$ cat config.mk
export PLATFORM = sky130hd
export DESIGN_NAME = dpdrc_core
export DESIGN_NICKNAME = d
export VERILOG_FILES = /design/src/core/dpdrc_pkg.sv /design/src/core/dpdrc_core.sv /design/src/core/dpdrc_timer.sv
export SDC_FILE = /design/constraint.sdc
export NUM_CORES = 1
export LEC_CHECK = 0
export ABC_AREA = 1
export BUFFER_PORTS_ARGS = -buffer_cell sky130_fd_sc_hd__buf_2
export CORE_MARGIN = 2
export CORE_UTILIZATION = 40
export CTS_BUF_LIST = sky130_fd_sc_hd__clkbuf_4 sky130_fd_sc_hd__clkbuf_8
export DETAILED_ROUTE_END_ITERATION = 10
export SLEW_MARGIN = 20
export SYNTH_ARGS = -nofsm -noshare
export SYNTH_HDL_FRONTEND = slang
export SYNTH_SLANG_ARGS = --single-unit
$ cat constraint.sdc
create_clock -name clock -period 2.9 [get_ports clock]
set_input_delay 0.725 -clock clock [delete_from_list [all_inputs] [get_ports clock]]
set_output_delay 0.725 -clock clock [all_outputs]
set_load 0.05 [all_outputs]
$ cat src/core/dpdrc_pkg.sv
package dpdrc_pkg;

   // ----------------------------------------
   // command encodings seen on the bus
   // ----------------------------------------
   typedef enum logic [2:0] {
      DPDRC_CMD_NOP, DPDRC_CMD_ACT, DPDRC_CMD_PRE, DPDRC_CMD_REF,
      DPDRC_CMD_MRS, DPDRC_CMD_RD, DPDRC_CMD_WR, DPDRC_CMD_OTHER
   } dpdrc_cmd_t;

   typedef struct packed {
      dpdrc_cmd_t cmd;
      logic auto_close;
      logic [2:0] bank;
   } dpdrc_req_t;

   typedef struct packed {
      logic in_pd;
      logic active_pd;
      logic dll_on;
      logic odt_async;
      logic buffers_on;
      logic in_reset;
   } dpdrc_stat_t;

   // ----------------------------------------
   // counts and reset values
   // ----------------------------------------
   localparam int DPDRC_NUM_BANKS = 8;
   localparam int DPDRC_CNT_W = 8;
   localparam logic [7:0] DPDRC_ACTIVITY_CYC = 8'h10;
   localparam logic [7:0] DPDRC_REFRESH_CYC = 8'h40;
   localparam logic [7:0] DPDRC_DESEL_CYC = 8'h01;
   localparam logic [7:0] DPDRC_ODT_LEAD_CYC = 8'h01;
   localparam int DPDRC_CLK_PS = 100000;
   localparam int DPDRC_DLL_MIN_TCK = 10;
   localparam int DPDRC_DLL_MIN_PS = 24000;
   localparam int DPDRC_DLL_NS_CYC = (DPDRC_DLL_MIN_PS + DPDRC_CLK_PS - 1)
                                     / DPDRC_CLK_PS;
   localparam logic [7:0] DPDRC_XPDLL_CYC =
      8'(DPDRC_DLL_MIN_TCK > DPDRC_DLL_NS_CYC ? DPDRC_DLL_MIN_TCK
                                              : DPDRC_DLL_NS_CYC);
   localparam logic [7:0] DPDRC_ZERO = 8'h00;

endpackage

$ cat src/core/dpdrc_core.sv
`timescale 1ns/10ps
// Summary of operation
// - enter power-down on CKE low with NOP
// - row, precharge, refresh work finishes in power-down
// - recovery cycles come from three-bit field
// - entry disables buffers except clock, CKE, ODT, reset
// - open bank gives active, else precharge power-down
// - exit bit picks DLL kept on or off in precharge power-down; active keeps it on
// - reset low leaves power-down at once
// - exit on CKE high with NOP
// - slow exit makes ODT asynchronous around precharge power-down only
// - reset low disables outputs and termination
// - reset clears refresh counter, data unknown
module dpdrc_core
   import dpdrc_pkg::*;
(
   input wire logic clock,
   input wire logic rst,
   input wire logic reset_n_pin,
   input wire logic cke_pin,
   input wire dpdrc_req_t req,
   input wire logic [2:0] write_recovery,
   input wire logic slow_exit_off,
   input wire logic dll_locked,
   output dpdrc_stat_t status,
   output logic [15:0] refresh_count,
   output logic odt_enable,
   output logic out_enable
);

   // ----------------------------------------
   // pin synchronisers
   // ----------------------------------------
   // two stages each; the first stage feeds only the second
   logic rstn_s1_r;
   logic rstn_s2_r;
   logic cke_s1_r;
   logic cke_s2_r;
   logic cke_prev_r;

   always_ff @(posedge clock or posedge rst) begin
      if (rst) begin
         rstn_s1_r <= 1'b0;
         rstn_s2_r <= 1'b0;
         cke_s1_r <= 1'b0;
         cke_s2_r <= 1'b0;
      end else begin
         rstn_s1_r <= reset_n_pin;
         rstn_s2_r <= rstn_s1_r;
         cke_s1_r <= cke_pin;
         cke_s2_r <= cke_s1_r;
      end
   end

   // ----------------------------------------
   // state and decode
   // ----------------------------------------
   typedef enum logic [2:0] {
      DPDRC_RESET, DPDRC_IDLE, DPDRC_ENTERING, DPDRC_ACT_PD, DPDRC_PRE_PD
   } dpdrc_state_t;

   dpdrc_state_t state_r;
   dpdrc_state_t state_nxt;
   logic [DPDRC_NUM_BANKS-1:0] open_r;
   logic [DPDRC_NUM_BANKS-1:0] open_nxt;
   logic dll_off_r;
   logic odt_async_r;
   logic buf_on_r;
   logic [15:0] ref_cnt_r;
   logic [7:0] desel_r;
   logic [7:0] xpdll_r;

   wire in_reset = !rstn_s2_r;
   wire is_nop = req.cmd == DPDRC_CMD_NOP;
   wire cke_fall = cke_prev_r && !cke_s2_r;
   wire cke_rise = !cke_prev_r && cke_s2_r;
   wire enter_pd = state_r == DPDRC_IDLE && cke_fall && is_nop;
   wire exit_pd = (state_r == DPDRC_ACT_PD || state_r == DPDRC_PRE_PD ||
                   state_r == DPDRC_ENTERING) && cke_rise && is_nop;
   wire accept_cmd = state_r == DPDRC_IDLE && cke_s2_r;
   wire do_act = accept_cmd && req.cmd == DPDRC_CMD_ACT;
   wire do_pre = accept_cmd && (req.cmd == DPDRC_CMD_PRE ||
                 ((req.cmd == DPDRC_CMD_RD || req.cmd == DPDRC_CMD_WR)
                  && req.auto_close));
   wire do_ref = accept_cmd && req.cmd == DPDRC_CMD_REF;
   wire [DPDRC_NUM_BANKS-1:0] bank_bit = DPDRC_NUM_BANKS'(1) << req.bank;
   wire slow_pd = !slow_exit_off;
   // an auto-close write keeps the bank busy through write recovery too
   wire wr_close = accept_cmd && req.cmd == DPDRC_CMD_WR && req.auto_close;
   wire [7:0] act_load = wr_close ?
      DPDRC_ACTIVITY_CYC + {5'h00, write_recovery} :
      DPDRC_ACTIVITY_CYC;

   // ----------------------------------------
   // in-flight work timers
   // ----------------------------------------
   // activity and refresh keep running after CKE drops
   logic act_busy;
   logic ref_busy;
   dpdrc_timer #(.W(DPDRC_CNT_W)) u_act_tmr (
      .clock(clock),
      .rst(rst),
      .load(do_act || do_pre),
      .value(act_load),
      .busy(act_busy)
   );
   dpdrc_timer #(.W(DPDRC_CNT_W)) u_ref_tmr (
      .clock(clock),
      .rst(rst),
      .load(do_ref),
      .value(DPDRC_REFRESH_CYC),
      .busy(ref_busy)
   );

   assign open_nxt = do_act ? (open_r | bank_bit) :
                     (do_pre && req.cmd == DPDRC_CMD_PRE) ? '0 :
                     do_pre ? (open_r & ~bank_bit) : open_r;

   // ----------------------------------------
   // next state
   // ----------------------------------------
   always_comb begin
      state_nxt = state_r;
      case (state_r)
         DPDRC_RESET: begin
            if (!in_reset && !cke_s2_r) begin
               state_nxt = DPDRC_IDLE;
            end
         end
         DPDRC_IDLE: begin
            if (enter_pd) begin
               state_nxt = DPDRC_ENTERING;
            end
         end
         DPDRC_ENTERING: begin
            if (exit_pd) begin
               state_nxt = DPDRC_IDLE;
            end else if (!act_busy && !ref_busy) begin
               // mode settles once in-flight work is done
               state_nxt = (open_r != '0) ? DPDRC_ACT_PD
                                          : DPDRC_PRE_PD;
            end
         end
         DPDRC_ACT_PD, DPDRC_PRE_PD: begin
            if (exit_pd) begin
               state_nxt = DPDRC_IDLE;
            end
         end
         default: state_nxt = DPDRC_RESET;
      endcase
      if (in_reset) begin
         state_nxt = DPDRC_RESET;
      end
   end

   // ----------------------------------------
   // registers
   // ----------------------------------------
   always_ff @(posedge clock or posedge rst) begin
      if (rst) begin
         state_r <= DPDRC_RESET;
         cke_prev_r <= 1'b0;
         open_r <= '0;
         ref_cnt_r <= '0;
      end else begin
         state_r <= state_nxt;
         cke_prev_r <= cke_s2_r;
         open_r <= in_reset ? '0 : open_nxt;
         // counter wiped on reset so refresh restarts from row zero
         ref_cnt_r <= in_reset ? '0 :
                      (do_ref ? ref_cnt_r + 16'h0001 : ref_cnt_r);
      end
   end

   // buffers drop after the deselect window; reset kills them at once
   always_ff @(posedge clock or posedge rst) begin
      if (rst) begin
         buf_on_r <= 1'b0;
         desel_r <= DPDRC_ZERO;
      end else begin
         desel_r <= enter_pd ? DPDRC_DESEL_CYC :
                    (desel_r != DPDRC_ZERO ? desel_r - 8'h01 : desel_r);
         if (in_reset || (state_r != DPDRC_IDLE && state_r != DPDRC_RESET
                          && desel_r == DPDRC_ZERO)) begin
            buf_on_r <= 1'b0;
         end else if (state_r == DPDRC_IDLE) begin
            buf_on_r <= 1'b1;
         end
      end
   end

   // DLL off only in slow precharge power-down; ODT stays async until
   // the DLL relock period after exit has passed
   always_ff @(posedge clock or posedge rst) begin
      if (rst) begin
         dll_off_r <= 1'b0;
         odt_async_r <= 1'b0;
         xpdll_r <= DPDRC_ZERO;
      end else begin
         dll_off_r <= state_nxt == DPDRC_PRE_PD && slow_pd;
         if (enter_pd && slow_pd && open_nxt == '0) begin
            odt_async_r <= 1'b1;
         end else if (exit_pd && odt_async_r) begin
            xpdll_r <= DPDRC_XPDLL_CYC + DPDRC_ODT_LEAD_CYC;
         end else if (xpdll_r == 8'h01 || in_reset) begin
            odt_async_r <= 1'b0;
            xpdll_r <= DPDRC_ZERO;
         end else if (xpdll_r != DPDRC_ZERO) begin
            xpdll_r <= xpdll_r - 8'h01;
         end
      end
   end

   // ----------------------------------------
   // outputs
   // ----------------------------------------
   always_ff @(posedge clock or posedge rst) begin
      if (rst) begin
         status <= '0;
         refresh_count <= 16'h0000;
         odt_enable <= 1'b0;
         out_enable <= 1'b0;
      end else begin
         status.in_pd <= state_r == DPDRC_ENTERING ||
                         state_r == DPDRC_ACT_PD ||
                         state_r == DPDRC_PRE_PD;
         status.active_pd <= state_r == DPDRC_ACT_PD;
         status.dll_on <= !dll_off_r && dll_locked;
         status.odt_async <= odt_async_r;
         status.buffers_on <= buf_on_r;
         status.in_reset <= state_r == DPDRC_RESET;
         refresh_count <= ref_cnt_r;
         odt_enable <= !in_reset && state_r != DPDRC_RESET;
         out_enable <= buf_on_r && !in_reset;
      end
   end

endmodule

$ cat src/core/dpdrc_timer.sv
`timescale 1ns/10ps
module dpdrc_timer
   import dpdrc_pkg::*;
#(
   parameter int W = DPDRC_CNT_W
) (
   input wire logic clock,
   input wire logic rst,
   input wire logic load,
   input wire logic [W-1:0] value,
   output logic busy
);
   // loadable down counter; busy while non-zero
   logic [W-1:0] cnt_r;
   logic [W-1:0] cnt_nxt;

   assign cnt_nxt = load ? value : (cnt_r != '0 ? cnt_r - 1'b1 : cnt_r);
   assign busy = cnt_r != '0;

   always_ff @(posedge clock or posedge rst) begin
      if (rst) begin
         cnt_r <= '0;
      end else begin
         cnt_r <= cnt_nxt;
      end
   end
endmodule

Word level (Yosys, flattened, before mapping)
Index checks and enable logic that the tools add are counted.
{ "word_totals": {"input_bits": 16, "word_cells": 138, "reg_bits": 91, "output_inout_bits": 24} }
{ "op_classes": {"bitwise_logic": 4, "n_mux": 29, "shifts": 1, "reduce_logical": 60, "addsub": 6, "n_eq_ne": 14} }
{ "ops": {"columns": ["operator", "count"], "rows": [
  ["8-bit two-way mux", 13],
  ["8-bit nonzero test", 5],
  ["16-bit two-way mux", 2],
  ["8-bit by 1-bit subtractor with 8-bit output, second input constant", 4],
  ["1-bit logical AND", 25],
  ["3-bit two-way mux", 7],
  ["16-bit by 1-bit adder with 16-bit output, second input constant", 1],
  ["8-bit logical NOT", 2],
  ["3-bit by 2-bit == test with 1-bit output, second input constant", 4],
  ["3-bit == test, second input constant", 4],
  ["3-bit case mux with 4 select lines", 1],
  ["2-bit nonzero test", 5],
  ["1-bit logical OR", 9],
  ["8-bit AND", 1],
  ["8-bit by 1-bit == test with 1-bit output, second input constant", 1],
  ["8-bit inverter", 1],
  ["8-bit OR", 1],
  ["1-bit by 3-bit left shift with 8-bit output, first input constant", 1],
  ["1-bit logical NOT", 7],
  ["5-bit by 3-bit adder with 6-bit output, first input constant", 1],
  ["3-bit by 1-bit == test with 1-bit output, second input constant", 2],
  ["3-bit logical NOT", 2],
  ["6-bit two-way mux", 1],
  ["3-bit nonzero test", 2],
  ["other kinds (7)", 12]
]} }

Depth between registers and ports, before layout
{ "logic_depth": {"depth_word": 12, "ltp_mapped": 14, "mapped_depth_nobuf": 14} }

Cells and area by module
A second synthesis with hierarchy kept.
{ "unflattened": {"hier_cells": 579, "area_unflattened_um2": 4737.0} }
{ "modules_own_cells": {"columns": ["mod", "instances", "area_per_inst_um2", "cells_per_inst", "seq_area_each_um2"], "rows": [
  ["dpdrc_core", 1, 3560.9, 425, 1876.8],
  ["dpdrc_timer", 2, 588.1, 77, 200.2]
]} }

Worst setup path before layout
OpenSTA, ideal clock, no wires.
{ "synth_timing": {"path_type": "input -> register", "start": "input port req[4] in the netlist's numbering", "end": "register xpdll_r[0]", "arrival_time_ps": 1974, "setup_ps": 65, "required_time_ps": 2835, "path_slack_ps": 861, "path_buffers": 0, "path_stages": 13, "cell_sequence": "inv_1 nand2_1 nand2_1 nand2_1 nand2_1 nand2_1 o21ai_1 nand2_1 inv_1 nand3_1 o21bai_2 nand2_1 nand2_1"} }
{ "synth_via": {"elab_chain_len": 12, "word_cells_on_any_way": 24, "classes_between": "4 x eq/ne; 4 x mux; 1 x bitwise; 15 x reduce/logical"} }
{ "synth_rtl": {"columns": ["item", "line", "source"], "rows": [
  ["start, declared", "dpdrc_core.sv:21", "input wire dpdrc_req_t req,"],
  ["3-bit == test", "dpdrc_core.sv:83", "((req.cmd == DPDRC_CMD_RD || req.cmd == DPDRC_CMD_WR)"],
  ["1-bit logical OR", "dpdrc_core.sv:83", null],
  ["1-bit logical AND", "dpdrc_core.sv:84", "&& req.auto_close));"],
  ["1-bit logical OR", "dpdrc_core.sv:82", "wire do_pre = accept_cmd && (req.cmd == DPDRC_CMD_PRE ||"],
  ["1-bit logical AND", "dpdrc_core.sv:82", null],
  ["8-bit two-way mux / 1-bit logical AND (equally long branches)", "dpdrc_core.sv:117, dpdrc_core.sv:116", null],
  ["8-bit two-way mux", "dpdrc_core.sv:116", "(do_pre && req.cmd == DPDRC_CMD_PRE) ? '0 :"],
  ["8-bit two-way mux", "dpdrc_core.sv:115", "assign open_nxt = do_act ? (open_r | bank_bit) :"],
  ["8-bit logical NOT", "dpdrc_core.sv:201", "if (enter_pd && slow_pd && open_nxt == '0) begin"],
  ["1-bit logical AND", "dpdrc_core.sv:201", null],
  ["1-bit inverter (no line)", null, null],
  ["2-bit AND reduction (no line)", null, null],
  ["end signal, assigned", "dpdrc_core.sv:204", "xpdll_r <= DPDRC_XPDLL_CYC + DPDRC_ODT_LEAD_CYC;"],
  ["end signal, assigned", "dpdrc_core.sv:209", "xpdll_r <= xpdll_r - 8'h01;"],
  ["end, declared", "dpdrc_core.sv:71", "logic [7:0] xpdll_r;"]
]} }
Parallel ways exist; a longest one is shown, timed or not.
A chain may end at the register's enable or synchronous reset.

Worst setup path after layout
{ "layout_timing": {"start": "register state_r[2]", "end": "register ref_cnt_r[13]"} }
{ "layout_via": {"elab_chain_len": 4} }
{ "layout_rtl": {"columns": ["item", "line", "source"], "rows": [
  ["start, declared", "dpdrc_core.sv:62", "dpdrc_state_t state_r;"],
  ["start signal, assigned", "dpdrc_core.sv:166", "state_r <= state_nxt;"],
  ["3-bit by 1-bit == test with 1-bit output", "dpdrc_core.sv:80", "wire accept_cmd = state_r == DPDRC_IDLE && cke_s2_r;"],
  ["1-bit logical AND", "dpdrc_core.sv:80", null],
  ["1-bit logical AND", "dpdrc_core.sv:85", "wire do_ref = accept_cmd && req.cmd == DPDRC_CMD_REF;"],
  ["2-bit by 1-bit inequality test with 1-bit output (no line)", null, null],
  ["end signal, assigned", "dpdrc_core.sv:170", "ref_cnt_r <= in_reset ? '0 :"],
  ["end, declared", "dpdrc_core.sv:69", "logic [15:0] ref_cnt_r;"]
]} }
No other way between the ends.

==> flow_summary.yaml <==
status:
  status: "completed"
clocking:
  clk_latency_ns: 0.37
  cts_buffer_depth: 2
  cts-root-buf: "clkbuf_8"
  postCtsSetupBuffers: 0
  cts-resized-gates: 0
  cts_hold_buf: 0
  cts.sinks: 91
  htree_levels: 3
  tritoncts: "built"
  cts_buffers: 9
  path_clk_slew_ns: 0.09
pwr:
  seq_power_share: 0.480
  p_clk_frac: 0.236
  powerDensity_mw_per_mm2: 676
  ir_worst_vdd_mv: 0.391
  power_switching_mw: 1.23
  p_sw_frac: 0.358
  p_comb_frac: 0.284
  p_int_mw: 2.21
  leakagePower_nw: 2.59
synthesis:
  syn_area_per_cell_um2: 8.20
  syn-num-nets: 571
  synth_cells: 547
  seq_area_frac_synth: 0.508
  synth-edff-count: 0
  ys_seq_elements: 91
  synth_ff_type: "dfrtp_1"
  ys_types: 40
  async_reset_ff_frac: 1.00
  syn_area_mm2: 0.00449
  yosys_warnings: 0
global_routing:
  grt_pass1_vias: 3586
  grt_pass1_wl_um: 16900
  overflow: 0
  track_usage: 0.184
  antenna_found_initial: 0
  grt_max_degree: 32
detailed_routing:
  wl_per_cell_um: 13.4
  viasPerCell: 4.94
  vias: 3680
  drt_iter0_markers: 168
  drcViolationCount: 0
  final_antenna_net_count: 0
  wirelength_um: 9950
  first_pass_iters: 4
final_layout:
  drive_gt1_frac: 0.129
  regArea_mm2: 0.00228
  fillers: 1061
  finish.utilization: 0.467
  antenna_cells: 0
  area_delta_synth_final_pct: 13.4
  multiInputGateArea_mm2: 0.00183
  fin_nets: 624
timing:
  slew_headroom: 0.546
  min_period_over_period: 0.754
  post-route-min-period_ns: 2.19
  rsz0062_at_grt: "no"
  max_freq_mhz: 457
  maxSlewViolCount: 0
  max_slew.worst_pin.slew_ns: 0.676
  skew_ns: 0.00855
  hold_viol: 0
  fin_setup_tns_ns: 0
  finalSetupViolations: 0
die:
  fp.dieW_um: 110
  boundaryPins: 40
  core_mm2: 0.0109
  fp-row-count: 38
  die_y_um: 110
  die_area_mm2: 0.0121
  start_util: 0.412
setup_path:
  critPathTopFamily: "simple AND/OR/NAND/NOR gates"
  max_stage_delay_ns: 0.51
  worstPathArrival_ns: 2.49
  critPathRequiredTime_ns: 3.21
  cp_max_fo: 10
  critical_path_class: "reg -> reg"
  cp-start-kind: "flop"
  slowest_stage: "nor4_4"
  end_kind: "flop"
  cp_num_buf_inv: 1
  cp_cell_sequence: "nor2_4 > nand2_4 > nor2_8 > inv_2 > nor4_4 > nand3_2 > o21ai_1 > nand2_1 > nor2_1"
place:
  portBuffers: 39
  globalplace.congestion: 0.866
  dp_hpwl_um: 7470
min_path:
  holdCritPathClass: "reg -> reg"
job:
  drv_cap: 0
## power by group through the flow
stage / logic, mW / clock network (mW) / registers [mW]
after floorplan: 0.775 / 0 / 1.65
after global placement: 0.953 / 0 / 1.67
after detailed placement: 0.982 / 0 / 1.67
after CTS: 0.986 / 0.847 / 1.65
after global routing: 1.16 / 0.896 / 1.68
final: 0.978 / 0.812 / 1.65
## flip-flops by register name (all words and copies together) (netlist names)
signal / cells
out_enable: 1
desel_r: 8
refresh_count: 16
odt_enable: 1
cke_s2_r: 1
open_r: 8
status: 6
rstn_s2_r: 1
cke_s1_r: 1
ref_cnt_r: 16
u_ref_tmr.cnt_r: 8
rstn_s1_r: 1
dll_off_r: 1
u_act_tmr.cnt_r: 8
buf_on_r: 1
xpdll_r: 8
state_r: 3
cke_prev_r: 1
odt_async_r: 1
## cell type report
type	instances	area share
clock buffer	10	0.0270
clock inverter	6	0.00910
inverter	97	0.0723
multi-input combinational	356	0.360
sequential	91	0.448
tap	140	0.0344
timing repair buffer	45	0.0497
## cell usage in the layout, fill, tap and decap left out, types with 2 or more instances in the layout
| master | netlist | routed |
|---|---|---|
| clkinvlp_4 | 0 | 3 |
| clkbuf_8 | 0 | 10 |
| o31ai_1 | 2 | 2 |
| nand4_1 | 11 | 11 |
| nor3_1 | 25 | 25 |
| buf_2 | 1 | 39 |
| inv_6 | 0 | 2 |
| ha_1 | 8 | 8 |
| a211oi_1 | 5 | 5 |
| o22ai_1 | 3 | 3 |
| a21oi_1 | 32 | 32 |
| xor2_1 | 7 | 7 |
| o21a_1 | 4 | 4 |
| o21ai_0 | 28 | 28 |
| nor2_1 | 75 | 75 |
| nand3_1 | 36 | 36 |
| inv_2 | 3 | 3 |
| a31oi_1 | 4 | 4 |
| nor2_4 | 2 | 2 |
| o21ai_1 | 4 | 4 |
| nand3_2 | 2 | 2 |
| dfrtp_1 | 91 | 91 |
| xnor2_1 | 4 | 4 |
| buf_4 | 0 | 5 |
| inv_1 | 93 | 92 |
| nand2_1 | 87 | 87 |
| nor4_1 | 2 | 2 |
## cell usage after synthesis (all sizes together), types with 4 or more instances
master	count	area (um^2)
nand3	38	200
dfrtp	91	2280
o21a	4	30.0
nand2	89	344
inv	96	360
a211oi	5	37.5
nor2	79	330
o21ai	32	160
ha	8	100
a31oi	4	25.0
nor3	26	135
nand4	12	81.3
a21oi	32	160
xnor2	4	35.0
xor2	7	61.3
## final timing paths
kind	start	end	slack, ns	depth (start not counted)
min in group asynchronous	rst	status[5]	0.39	2
worst max-delay path	state_r[2]	ref_cnt_r[13]	0.71	9
worst min register to register	rstn_s1_r	rstn_s2_r	0.36	0
worst max register to register	state_r[2]	ref_cnt_r[13]	0.71	9
worst min-delay path	rstn_s1_r	rstn_s2_r	0.36	0
max in group asynchronous	rst	state_r[2]	1.72	3
## per-layer routing
layer	wire length [um]	up-vias	GRT usage
met4	120	0	0.0588
met2	4860	51	0.304
met5	0	-	0
met1	4600	1745	0.234
met3	363	12	0.0498
li1	-	1872	-
## cell families (layout without fill, tap and decap cells)
logic type,after synthesis,in the layout,synth area share
AND/OR/NAND/NOR,250,250,0.255
AO/OA/AOI/OAI,87,87,0.110
buffers and inverters,100,158,0.0840
adder cells (fa/ha/maj),8,8,0.0223
XOR/XNOR,11,11,0.0215
flip-flops,91,91,0.508
## stage by stage
| step | power [mW] | instance area (um^2) | hold slack, ns | setup slack, ns | cells |
|---|---|---|---|---|---|
| after CTS | 3.48 | 5090 | 0.363 | 0.685 | 745 |
| after global placement | 2.62 | 4900 | 0.332 | 0.417 | 729 |
| final | 3.44 | 5090 | 0.360 | 0.713 | 745 |
| after floorplan | 2.42 | 4490 | 0.331 | 0.861 | 547 |
| after detailed placement | 2.65 | 4900 | 0.340 | 0.353 | 729 |
| after global routing | 3.74 | 5090 | 0.365 | 0.482 | 745 |
No activity file was read; power rests on OpenSTA's default activity.
